<file path="config.mk">
export PLATFORM = sky130hd
export DESIGN_NAME = monitor_eeprom_ctrl
export DESIGN_NICKNAME = d
export VERILOG_FILES = /design/src/rtl/placeholder_unused_never.v /design/src/rtl/monitor_eeprom_ctrl.v /design/src/rtl/byte_reg.v
export VERILOG_INCLUDE_DIRS = /design/src /design/src/rtl
export SDC_FILE = /design/constraint.sdc
export NUM_CORES = 1
export LEC_CHECK = 0
export ABC_AREA = 1
export BUFFER_PORTS_ARGS = -buffer_cell sky130_fd_sc_hd__buf_2
export CAP_MARGIN = 10
export CORE_MARGIN = 2
export CORE_UTILIZATION = 50
export CTS_CLUSTER_DIAMETER = 80
export CTS_CLUSTER_SIZE = 30
export DETAILED_ROUTE_END_ITERATION = 6
export GPL_TIMING_DRIVEN = 0
export PLACE_DENSITY = 0.74
export SLEW_MARGIN = 20
export SYNTH_ARGS = -nofsm -noshare
export SYNTH_HDL_FRONTEND = slang
export SYNTH_SLANG_ARGS = --single-unit
</file>
<file path="constraint.sdc">
create_clock -name clk -period 1.2 [get_ports clk]
set_input_delay 0.06 -clock clk [delete_from_list [all_inputs] [get_ports clk]]
set_output_delay 0.06 -clock clk [all_outputs]
set_load 0.1 [all_outputs]
</file>
<file path="src/rtl/monitor_eeprom_ctrl_regs.vh">
// offsets, field positions and reset values of the monitor register bank
`ifndef MONITOR_EEPROM_CTRL_REGS_VH
`define MONITOR_EEPROM_CTRL_REGS_VH

// ------------------------------------------------------------------
// register offsets
// ------------------------------------------------------------------
`define OFS_EEPROM_CONTROL 8'h13
`define OFS_FACTORY_TEST_ONE 8'h14
`define OFS_FACTORY_TEST_TWO 8'h15
`define OFS_MAKER_IDENTITY 8'h16
`define OFS_SILICON_REVISION 8'h17
`define OFS_IRQ_MASK_TEMP_SUPPLY 8'h18
`define OFS_IRQ_MASK_ANALOG_IN 8'h19
`define OFS_IRQ_MASK_FAN_TACH 8'h1A

// ------------------------------------------------------------------
// eeprom control fields
// ------------------------------------------------------------------
`define EE_READ_BIT 0
`define EE_PROGRAM_BIT 1
`define EE_ERASE_BIT 2
`define EE_PROTECT_BIT 3
`define EE_TEST_LSB 4
`define EE_TEST_MSB 6
`define EE_STRETCH_BIT 7

// ------------------------------------------------------------------
// reset and fixed values
// ------------------------------------------------------------------
`define RST_EEPROM_CONTROL 8'h00
`define RST_FACTORY_TEST 8'h00
`define RST_IRQ_MASK 8'h00
`define UNMAPPED_READ 8'h00
// arbitrary identity values, not any real part
`define MAKER_IDENTITY_CODE 8'h5A
`define GENERATION_CODE 4'hA
`define MINOR_REVISION_CODE 4'h0

`endif

</file>
<file path="src/rtl/placeholder_unused_never.v">
`default_nettype none
`default_nettype wire

</file>
<file path="src/rtl/monitor_eeprom_ctrl.v">
// eeprom control, factory test, identity and interrupt mask registers
// ------------------------------------------------------------------
// What this block does
// - writing control bit 0 as one puts the eeprom in read mode
// - writing control bit 1 as one puts the eeprom in program mode
// - writing control bit 2 as one puts the eeprom in erase mode
// - bit 3 blocks program and erase; write-once, cleared by reset only
// - with bit 7 set, scl may be held low while data cannot be taken
// - read-only 8-bit register holds a fixed maker identity code
// - revision low nibble is minor revision, first revision reads zero
// - revision high nibble is a fixed device generation code
// - first mask register suppresses temperature and supply interrupts
// - second mask register bit n suppresses analog input n interrupts
// - third mask register bit n suppresses fan tach n interrupts
// - mask and eeprom control registers reset to zero
// ------------------------------------------------------------------
`include "monitor_eeprom_ctrl_regs.vh"
`default_nettype none

module monitor_eeprom_ctrl (
    input wire clk,
    input wire reset_n,
    input wire [7:0] reg_addr,
    input wire reg_wr_en,
    input wire [7:0] reg_wr_data,
    input wire reg_rd_en,
    output wire [7:0] reg_rd_data,
    output wire reg_rd_valid,
    output wire ee_read_mode,
    output wire ee_program_mode,
    output wire ee_erase_mode,
    output wire ee_protect,
    output wire [2:0] ee_test_mode,
    output wire ee_protect_violation,
    input wire ee_busy,
    input wire scl_in,
    output wire scl_out,
    output wire scl_oe_n,
    input wire [7:0] temp_supply_event,
    input wire [7:0] analog_in_event,
    input wire [7:0] fan_tach_event,
    output wire [7:0] temp_supply_irq,
    output wire [7:0] analog_in_irq,
    output wire [7:0] fan_tach_irq
);

    // ------------------------------------------------------------------
    // mode state machine codes
    // ------------------------------------------------------------------
    localparam [3:0] ST_IDLE = 4'h1;
    localparam [3:0] ST_READ = 4'h2;
    localparam [3:0] ST_PROGRAM = 4'h4;
    localparam [3:0] ST_ERASE = 4'h8;

    // ------------------------------------------------------------------
    // declarations
    // ------------------------------------------------------------------
    reg ctl_read_ff;
    reg ctl_program_ff;
    reg ctl_erase_ff;
    reg ctl_protect_ff;
    reg [2:0] ctl_test_ff;
    reg ctl_stretch_ff;
    reg [3:0] mode_ff;
    reg [3:0] nxt_mode;
    reg [7:0] rd_data_ff;
    reg [7:0] nxt_rd_data;
    reg rd_valid_ff;
    reg violation_ff;
    reg nxt_violation;
    reg viol_seen_ff;
    reg scl_out_ff;
    reg scl_oe_n_ff;
    reg nxt_scl_oe_n;
    reg [7:0] temp_supply_irq_ff;
    reg [7:0] analog_in_irq_ff;
    reg [7:0] fan_tach_irq_ff;
    wire wr_ctl;
    wire wr_test_one;
    wire wr_test_two;
    wire wr_mask_ts;
    wire wr_mask_ai;
    wire wr_mask_ft;
    wire [7:0] ctl_value;
    wire [7:0] revision_value;
    wire [7:0] test_one_value;
    wire [7:0] test_two_value;
    wire [7:0] mask_ts_value;
    wire [7:0] mask_ai_value;
    wire [7:0] mask_ft_value;

    // ------------------------------------------------------------------
    // address decode
    // ------------------------------------------------------------------
    assign wr_ctl = reg_wr_en && (reg_addr == `OFS_EEPROM_CONTROL);
    assign wr_test_one = reg_wr_en && (reg_addr == `OFS_FACTORY_TEST_ONE);
    assign wr_test_two = reg_wr_en && (reg_addr == `OFS_FACTORY_TEST_TWO);
    assign wr_mask_ts = reg_wr_en && (reg_addr == `OFS_IRQ_MASK_TEMP_SUPPLY);
    assign wr_mask_ai = reg_wr_en && (reg_addr == `OFS_IRQ_MASK_ANALOG_IN);
    assign wr_mask_ft = reg_wr_en && (reg_addr == `OFS_IRQ_MASK_FAN_TACH);

    // ------------------------------------------------------------------
    // eeprom control register
    // ------------------------------------------------------------------
    always @(posedge clk or negedge reset_n) begin
        if (!reset_n) begin
            ctl_read_ff <= 1'b0;
            ctl_program_ff <= 1'b0;
            ctl_erase_ff <= 1'b0;
            ctl_test_ff <= 3'h0;
            ctl_stretch_ff <= 1'b0;
        end else if (wr_ctl) begin
            ctl_read_ff <= reg_wr_data[`EE_READ_BIT];
            ctl_program_ff <= reg_wr_data[`EE_PROGRAM_BIT];
            ctl_erase_ff <= reg_wr_data[`EE_ERASE_BIT];
            ctl_test_ff <= reg_wr_data[`EE_TEST_MSB:`EE_TEST_LSB];
            ctl_stretch_ff <= reg_wr_data[`EE_STRETCH_BIT];
        end
    end

    // sticky: once set no write can clear it, only reset
    always @(posedge clk or negedge reset_n) begin
        if (!reset_n) begin
            ctl_protect_ff <= 1'b0;
        end else if (wr_ctl && reg_wr_data[`EE_PROTECT_BIT]) begin
            ctl_protect_ff <= 1'b1;
        end
    end

    assign ctl_value = {ctl_stretch_ff, ctl_test_ff, ctl_protect_ff,
        ctl_erase_ff, ctl_program_ff, ctl_read_ff};

    // ------------------------------------------------------------------
    // eeprom mode selection
    // ------------------------------------------------------------------
    // several bits at once is a host fault; read wins so that a protected
    // part never lands in a destructive mode by accident
    always @* begin
        nxt_mode = ST_IDLE;
        nxt_violation = 1'b0;
        if (ctl_read_ff) begin
            nxt_mode = ST_READ;
        end else if (ctl_program_ff && !ctl_protect_ff) begin
            nxt_mode = ST_PROGRAM;
        end else if (ctl_erase_ff && !ctl_protect_ff) begin
            nxt_mode = ST_ERASE;
        end
        case (mode_ff)
            ST_IDLE: begin
                nxt_violation = ctl_protect_ff &&
                    (ctl_program_ff || ctl_erase_ff) && !ctl_read_ff;
            end
            ST_READ: begin
                nxt_violation = 1'b0;
            end
            ST_PROGRAM: begin
                nxt_violation = ctl_protect_ff && ctl_program_ff;
            end
            ST_ERASE: begin
                nxt_violation = ctl_protect_ff && ctl_erase_ff;
            end
            default: begin
                nxt_mode = ST_IDLE;
                nxt_violation = 1'b0;
            end
        endcase
    end

    always @(posedge clk or negedge reset_n) begin
        if (!reset_n) begin
            mode_ff <= ST_IDLE;
        end else begin
            mode_ff <= nxt_mode;
        end
    end

    // ------------------------------------------------------------------
    // protect violation pulse
    // ------------------------------------------------------------------
    // edge of the blocked request, so a stored program bit pulses only once
    always @(posedge clk or negedge reset_n) begin
        if (!reset_n) begin
            violation_ff <= 1'b0;
            viol_seen_ff <= 1'b0;
        end else begin
            violation_ff <= nxt_violation && !viol_seen_ff;
            viol_seen_ff <= nxt_violation;
        end
    end

    assign ee_read_mode = mode_ff[1];
    assign ee_program_mode = mode_ff[2];
    assign ee_erase_mode = mode_ff[3];
    assign ee_protect = ctl_protect_ff;
    assign ee_test_mode = ctl_test_ff;
    assign ee_protect_violation = violation_ff;

    // ------------------------------------------------------------------
    // serial clock stretching
    // ------------------------------------------------------------------
    // only grab scl once the host has pulled it low, never mid-high phase
    always @* begin
        nxt_scl_oe_n = 1'b1;
        if (ctl_stretch_ff && ee_busy && (!scl_in || !scl_oe_n_ff)) begin
            nxt_scl_oe_n = 1'b0;
        end
    end

    always @(posedge clk or negedge reset_n) begin
        if (!reset_n) begin
            scl_out_ff <= 1'b0;
            scl_oe_n_ff <= 1'b1;
        end else begin
            scl_out_ff <= 1'b0;
            scl_oe_n_ff <= nxt_scl_oe_n;
        end
    end

    assign scl_out = scl_out_ff;
    assign scl_oe_n = scl_oe_n_ff;

    // ------------------------------------------------------------------
    // factory test and mask registers
    // ------------------------------------------------------------------
    byte_reg #(.RESET_VALUE(`RST_FACTORY_TEST)) u_test_one (
        .clk(clk),
        .reset_n(reset_n),
        .wr_en(wr_test_one),
        .wr_data(reg_wr_data),
        .value(test_one_value)
    );

    byte_reg #(.RESET_VALUE(`RST_FACTORY_TEST)) u_test_two (
        .clk(clk),
        .reset_n(reset_n),
        .wr_en(wr_test_two),
        .wr_data(reg_wr_data),
        .value(test_two_value)
    );

    byte_reg #(.RESET_VALUE(`RST_IRQ_MASK)) u_mask_ts (
        .clk(clk),
        .reset_n(reset_n),
        .wr_en(wr_mask_ts),
        .wr_data(reg_wr_data),
        .value(mask_ts_value)
    );

    byte_reg #(.RESET_VALUE(`RST_IRQ_MASK)) u_mask_ai (
        .clk(clk),
        .reset_n(reset_n),
        .wr_en(wr_mask_ai),
        .wr_data(reg_wr_data),
        .value(mask_ai_value)
    );

    byte_reg #(.RESET_VALUE(`RST_IRQ_MASK)) u_mask_ft (
        .clk(clk),
        .reset_n(reset_n),
        .wr_en(wr_mask_ft),
        .wr_data(reg_wr_data),
        .value(mask_ft_value)
    );

    // ------------------------------------------------------------------
    // interrupt masking
    // ------------------------------------------------------------------
    // one cycle of latency, so outputs stay glitch free
    always @(posedge clk or negedge reset_n) begin
        if (!reset_n) begin
            temp_supply_irq_ff <= 8'h00;
            analog_in_irq_ff <= 8'h00;
            fan_tach_irq_ff <= 8'h00;
        end else begin
            temp_supply_irq_ff <= temp_supply_event & ~mask_ts_value;
            analog_in_irq_ff <= analog_in_event & ~mask_ai_value;
            fan_tach_irq_ff <= fan_tach_event & ~mask_ft_value;
        end
    end

    assign temp_supply_irq = temp_supply_irq_ff;
    assign analog_in_irq = analog_in_irq_ff;
    assign fan_tach_irq = fan_tach_irq_ff;

    // ------------------------------------------------------------------
    // read path
    // ------------------------------------------------------------------
    assign revision_value = {`GENERATION_CODE, `MINOR_REVISION_CODE};

    always @* begin
        nxt_rd_data = `UNMAPPED_READ;
        case (reg_addr)
            `OFS_EEPROM_CONTROL: begin
                nxt_rd_data = ctl_value;
            end
            `OFS_FACTORY_TEST_ONE: begin
                nxt_rd_data = test_one_value;
            end
            `OFS_FACTORY_TEST_TWO: begin
                nxt_rd_data = test_two_value;
            end
            `OFS_MAKER_IDENTITY: begin
                nxt_rd_data = `MAKER_IDENTITY_CODE;
            end
            `OFS_SILICON_REVISION: begin
                nxt_rd_data = revision_value;
            end
            `OFS_IRQ_MASK_TEMP_SUPPLY: begin
                nxt_rd_data = mask_ts_value;
            end
            `OFS_IRQ_MASK_ANALOG_IN: begin
                nxt_rd_data = mask_ai_value;
            end
            `OFS_IRQ_MASK_FAN_TACH: begin
                nxt_rd_data = mask_ft_value;
            end
            default: begin
                nxt_rd_data = `UNMAPPED_READ;
            end
        endcase
    end

    // data holds until the next read strobe
    always @(posedge clk or negedge reset_n) begin
        if (!reset_n) begin
            rd_data_ff <= 8'h00;
            rd_valid_ff <= 1'b0;
        end else begin
            rd_valid_ff <= reg_rd_en;
            if (reg_rd_en) begin
                rd_data_ff <= nxt_rd_data;
            end
        end
    end

    assign reg_rd_data = rd_data_ff;
    assign reg_rd_valid = rd_valid_ff;

endmodule

`default_nettype wire

</file>
<file path="src/rtl/byte_reg.v">
// one 8-bit software register with write strobe and reset value
`default_nettype none

module byte_reg #(
    parameter [7:0] RESET_VALUE = 8'h00
) (
    input wire clk,
    input wire reset_n,
    input wire wr_en,
    input wire [7:0] wr_data,
    output wire [7:0] value
);

    reg [7:0] value_ff;

    always @(posedge clk or negedge reset_n) begin
        if (!reset_n) begin
            value_ff <= RESET_VALUE;
        end else if (wr_en) begin
            value_ff <= wr_data;
        end
    end

    assign value = value_ff;

endmodule

`default_nettype wire

</file>
==> results of run 1 <==
[power by group through the flow]
stage | logic [W] | clock network [W] | registers, W
final | 0.00134 | 0.00254 | 0.00329
after global routing | 0.00144 | 0.00271 | 0.00331
after CTS | 0.00128 | 0.00258 | 0.00328
after detailed placement | 0.00119 | 0 | 0.00334
after global placement | 0.00116 | 0 | 0.00333
after floorplan | 0.000344 | 0 | 0.00383
[worst reg2reg max path, cell delays in order, from the launching register on]
cell      delay [ps]
dfrtp_4          520
nor2_4           140
nand3b_1         110
o21ai_1          130
nand3b_1         120
a21oi_2          140
[cell families after synthesis]
kind of cell    share of synthesized area, %
other cells                          0.09291
flops                                  54.62
buf+inv                                7.284
simple gates                           31.28
compound gates                         6.727
[cell usage in the layout (no fill, tap or decap), types with 4 or more instances in the layout]
master / netlist / routed
buf_2: 1 / 55
buf_4: 3 / 16
buf_6: 5 / 8
clkbuf_4: 0 / 16
clkbuf_8: 0 / 10
dfrtp_1: 86 / 79
dfrtp_2: 0 / 4
dlygate4sd3_1: 0 / 28
inv_1: 49 / 47
nand2_1: 146 / 146
nand2_2: 10 / 10
nand2_4: 6 / 6
nand3_1: 40 / 40
nor2_1: 58 / 53
nor2_2: 5 / 8
nor2_4: 6 / 8
o21ai_0: 43 / 42
o21ai_1: 4 / 5
[worst paths after layout]
| check | end | cells after the start | slack [ps] |
|---|---|---|---|
| max in group asynchronous | scl_oe_n | 3 | 290 |
| setup reg to reg | ee_protect_violation | 5 | -20 |
| setup / recovery | ee_protect_violation | 5 | -20 |
| hold / removal | u_mask_ts.value[7] | 3 | 20 |
| hold reg to reg | ee_protect_violation | 1 | 410 |
| min in group asynchronous | analog_in_irq[3] | 2 | 230 |
[stage by stage]
step / worst slack (ps) / power [W] / util (%) / hold WS (ps)
global route: -93.26 / 0.007461 / 68.51 / 5.721
global placement: -946.2 / 0.004499 / 59.55 / 179.4
floorplan: -92.63 / 0.004174 / - / -235.6
CTS: 3.342 / 0.007151 / 67.49 / 8.913
detailed placement: -152.0 / 0.004533 / 59.94 / 107.4
finish: -17.21 / 0.007175 / 68.51 / 15.60
[state kept, by name, indices dropped and copies added, names as in the netlist, 8 cells and up]
signal / flops
u_mask_ai.value: 8
analog_in_irq: 8
temp_supply_irq: 8
u_mask_ts.value: 8
u_test_two.value: 8
fan_tach_irq: 8
u_mask_ft.value: 8
u_test_one.value: 8
reg_rd_data: 8
[timing repair]
item                                   4_1_cts  5_1_grt
hold buffers                                28        0
pin swaps                                    0        3
resized for setup                           19       29
endpoints found under the hold margin       70        0
setup buffers                                0        0
setup endpoints to repair                   17       22
[final cells by class]
class / count / area, µm² / area share [%]
Buffer: 13 / 110.1 / 2.069
Clock buffer: 10 / 137.6 / 2.586
Clock inverter: 6 / 115.1 / 2.163
Inverter: 49 / 183.9 / 3.456
Multi-Input combinational cell: 330 / 1577 / 29.63
Sequential cell: 88 / 2221 / 41.74
Tap cell: 102 / 127.6 / 2.398
Timing Repair Buffer: 116 / 849.6 / 15.97
[per-layer routing]
metal / vias up / routed length, µm / share of wire, % / GRT usage [%]
met5: - / 0 / 0 / 0
met4: 0 / 231 / 2.2 / 9.903
met3: 16 / 695 / 6.5 / 5.457
met2: 112 / 5087 / 48 / 41.01
met1: 1627 / 4612 / 43 / 34.86
li1: 1758 / - / - / -
==> results.cfg, run 1 <==
[critical_path]
critPathLaunch = mode_ff[1]
crit_top_cell = nand3b_1
slowest_delay_ps = 520
crit_buf_inv = 0
start_kind = flop
critPathCaptureType = flop
worstReg2RegStart = mode_ff[1]
crit_family = flip-flops
critPathMaxFanout = 4
crit_type = flop to flop
cp_slowest_cell = dfrtp_4
arrival_ps = 1510
crit_required_ps = 1490
worstPathCellList = nor2_4 -> nand3b_1 -> o21ai_1 -> nand3b_1 -> a21oi_2

[global_routing]
grt_pass1_vias = 3476
grt_first_pass_wirelength_um = 16980
grt_usage_pct = 25.80
grt_overflow = 0
grt_max_degree = 46
antenna_found_initial = 0

[synthesis]
yosys-top-cells-count = nand2_1, dfrtp_1, nor2_1
ys_seq_area_share_pct = 54.62
syn_avg_cell_area_um2 = 8.409
syn_inst = 480
ys_ff_latch = 88
syn_area_um2 = 4036
ys_warn_count = 0
synth_top_area_share_pct = 53.32
yosysUniqueCellTypes = 25
yosysMostFrequentCell = nand2_1
yosysTopAreaCell = dfrtp_1
synth_area_leaders = dfrtp_1, nand2_1, nor2_1
async_reset_ff_share_pct = 100.0
synth_nets = 526
synth_edf_count = 0
synth_flop_cell = dfrtp_1

[layout]
antennaDiodeCount = 0
area_delta_synth_final_pct = 31.84
fill_cells = 672
stdcell_area_um2 = 5321
layout.nets = 653
drive_gt1_share_pct = 26.80
fin_cells = 714

[route]
drt-wirelength-per-cell_um = 14.88
via_per_inst = 4.920
drt_iter0_drc = 170
vias = 3513
first_pass_iters = 4
wirelength_um = 10630
drc = 0
ant_nets = 0

[worst_hold_path]
worstHoldPathType = primary input to flop
worstHoldStart = reg_wr_data[7]

[sta]
fin_skew_ps = 9.791
worst_slack_ps = -17.21
finalCritPeriodShare_pct = 101.4
drv_slew = 0
worstMarginPinSlew_ps = 574.7
fin_setup_tns_ps = -17.21
hold_viol_final = 0
max_slew_margin_pct = 61.69
fmax_ghz = 0.8216
finalSetupViolations = 1
rsz0062_at_grt = yes
fin_crit_ps = 1217

[clocking]
insertion_delay_ps = 370
cts.sinks = 88
cts_tree = built
numCtsBuffers = 9
cts_max_path_buffers = 2
htree_levels = 3
root_buffer = clkbuf_8
clk_pin_slew_ps = 90

[floorplan]
dieWidth_um = 93.85
die_h_um = 93.85
core_area_um2 = 7767
start_util_pct = 51.97
io_pins = 89
die_area_um2 = 8808
row_count = 32

[power_and_ir_drop]
switching_power_w = 0.002205
seq_power_share_pct = 45.9
p_int_w = 0.004970
power.share.clock_pct = 35.4
sw_frac_of_total_pct = 30.73
leakagePower_nw = 3.051
ir_drop_mv = 1.877
comb_power_share_pct = 18.7
cellPowerDensity_nw_per_um2 = 1348

[placed_design]
dp_cells = 670
port_buffers = 87
dpl_cell_area_um2 = 4656
hpwl_um = 7245
place_congestion = 0.8960

[status]
violations = negative setup slack
outcome = finished, violations left

[flow_run]
cap_violations = 0
Note: power is estimated with default switching activity, not from simulation.
==> run 2, diff against run 1 <==
BUFFER_PORTS_ARGS = -buffer_cell sky130_fd_sc_hd__clkbuf_2   (was -buffer_cell sky130_fd_sc_hd__buf_2)
==> run 2 against run 1 <==
The flow now finishes without violations. Clock power fell by 8.7%. Register-to-register slack better by 30 ps. Clock-buffer cell count unchanged. Hold slack gained 49 ps. Die area unchanged. Sequential cell count is the same. Utilization shrank 0.27 points. Via count up 2.1%. Non-clock buffer count shrank 1. Final cell count decreased by 0.14%. Global-route usage about the same. Largest power group unchanged.
==> results.cfg, run 2 (same netlist as run 1, synthesis figures left out) <==
[floorplan]
core_area_um2 = 7767
die_area_um2 = 8808
die_h_um = 93.85
row_count = 32
dieWidth_um = 93.85
start_util_pct = 51.97
io_pins = 89

[sta]
drv_slew = 0
max_slew_margin_pct = 54.96
hold_ws_ps = 64.25
fin_crit_ps = 1185
rsz0062_at_grt = yes
hold_viol_final = 0
fmax_ghz = 0.8438
fin_setup_tns_ps = 0
fin_skew_ps = 8.623
finalSetupViolations = 0
worst_slack_ps = 14.93
worstMarginPinSlew_ps = 675.6
finalCritPeriodShare_pct = 98.76

[critical_path]
r2r_end = mode_ff[2]
crit_type = flop to output pin
critPathMaxFanout = 2
crit_buf_inv = 1
ff2ff_path_depth = 7
cp_slowest_cell = dfstp_2
slowest_delay_ps = 570
crit_required_ps = 1140
arrival_ps = 1130
worstPathCellList = clkbuf_16
critPathCaptureType = output pin
start_kind = flop
worstReg2RegStart = mode_ff[2]
r2r_setup_slack_ps = 10
crit_family = flip-flops

[clocking]
cts_tree = built
root_buffer = clkbuf_8
numCtsBuffers = 9
cts.sinks = 88
insertion_delay_ps = 370
clk_pin_slew_ps = 90
htree_levels = 3
cts_setup_buffers = 0
cts_max_path_buffers = 2

[worst_hold_path]
worstHoldStart = reg_wr_data[3]
worstHoldEndpoint = u_mask_ai.value[3]
worstHoldPathType = primary input to flop
whs_path_depth = 3

[route]
via_per_inst = 5.029
drt-wirelength-per-cell_um = 14.91
wirelength_um = 10630
ant_nets = 0
vias = 3586
drt_iter0_drc = 168
first_pass_iters = 4
drc = 0

[layout]
area_delta_synth_final_pct = 31.31
layout.nets = 652
antennaDiodeCount = 0
final_common_cell = nand2_1
drive_gt1_share_pct = 26.02
fin_cells = 713
layout_common_cells = nand2_1, dfrtp_1, nor2_1, inv_1, clkbuf_2

[power_and_ir_drop]
leakagePower_nw = 3.037
ir_drop_mv = 1.799
power_w = 0.006950
cellPowerDensity_nw_per_um2 = 1311

[placed_design]
pre_cts_ws_ps = -112.2
place_congestion = 0.9136
port_buffers = 87
hpwl_um = 7176
dp_cells = 669

[global_routing]
antenna_found_initial = 0
grt_overflow = 0
grt_max_degree = 89
grt_first_pass_wirelength_um = 16980
grt_usage_pct = 25.78
grt_pass1_vias = 3492

[status]
outcome = complete, no violations

[flow_run]
cap_violations = 0
-- run 2: cell count changes in the layout (fill, tap and decap cells not counted), moves of 2 or more --
cell / before / now
clkbuf_8: 10 / 15
clkbuf_2: 0 / 44
nor2_2: 8 / 6
buf_4: 16 / 3
buf_6: 8 / 5
nor2_1: 53 / 55
clkbuf_4: 16 / 35
buf_2: 55 / 3
clkinvlp_4: 1 / 3
-- run 2: power breakdown --
group / internal, W / total [W] / switching (W)
Combinational: 0.000359 / 0.00134 / 0.000980
Clock: 0.00124 / 0.00232 / 0.00108
Sequential: 0.00316 / 0.00329 / 0.000131
-- run 2: layout make-up --
| cell class | instances | area, µm² |
|---|---|---|
| clock buffers | 10 | 137.6 |
| flip-flops and latches | 88 | 2221 |
| fillers | 639 | 2467 |
| plain buffers | 13 | 110.1 |
| inverters | 49 | 183.9 |
| multi-input cells | 330 | 1562 |
| repair buffers | 115 | 867.1 |
| clock inverters | 6 | 91.34 |
| well taps | 102 | 127.6 |
-- run 2: through the flow --
stage	instance area [µm²]	util [%]
finish	5300	68.23
global route	5300	68.23
CTS	5291	68.12
detailed placement	4634	59.66
global placement	4626	59.55
floorplan	4063	-
-- run 2: how the worst max path moves through the flow --
stage / start / cells past startpoint / endpoint
4_1_cts: mode_ff[2] / 7 / mode_ff[2]
2_1_floorplan: mode_ff[1] / 5 / ee_protect_violation
3_3_place_gp: reset_n / 1 / mode_ff[1]
5_1_grt: mode_ff[1] / 5 / ee_protect_violation
6_report: scl_oe_n / 1 / scl_oe_n
3_5_place_dp: reg_addr[5] / 11 / reg_rd_data[0]
-- run 2: what timing repair did --
action,in CTS,in global routing
gates resized for setup,48,6
hold buffers,28,0
endpoints found under the setup margin,42,6
endpoints found under the hold margin,112,0
pin swaps,0,1
-- run 2: routing by layer --
layer,up-vias,routed length (µm),global-route usage (%)
met2,127,5280,43.51
li1,1749,-,-
met3,22,536,2.970
met1,1688,4518,34.04
met4,0,294,10.14
met5,-,0,0
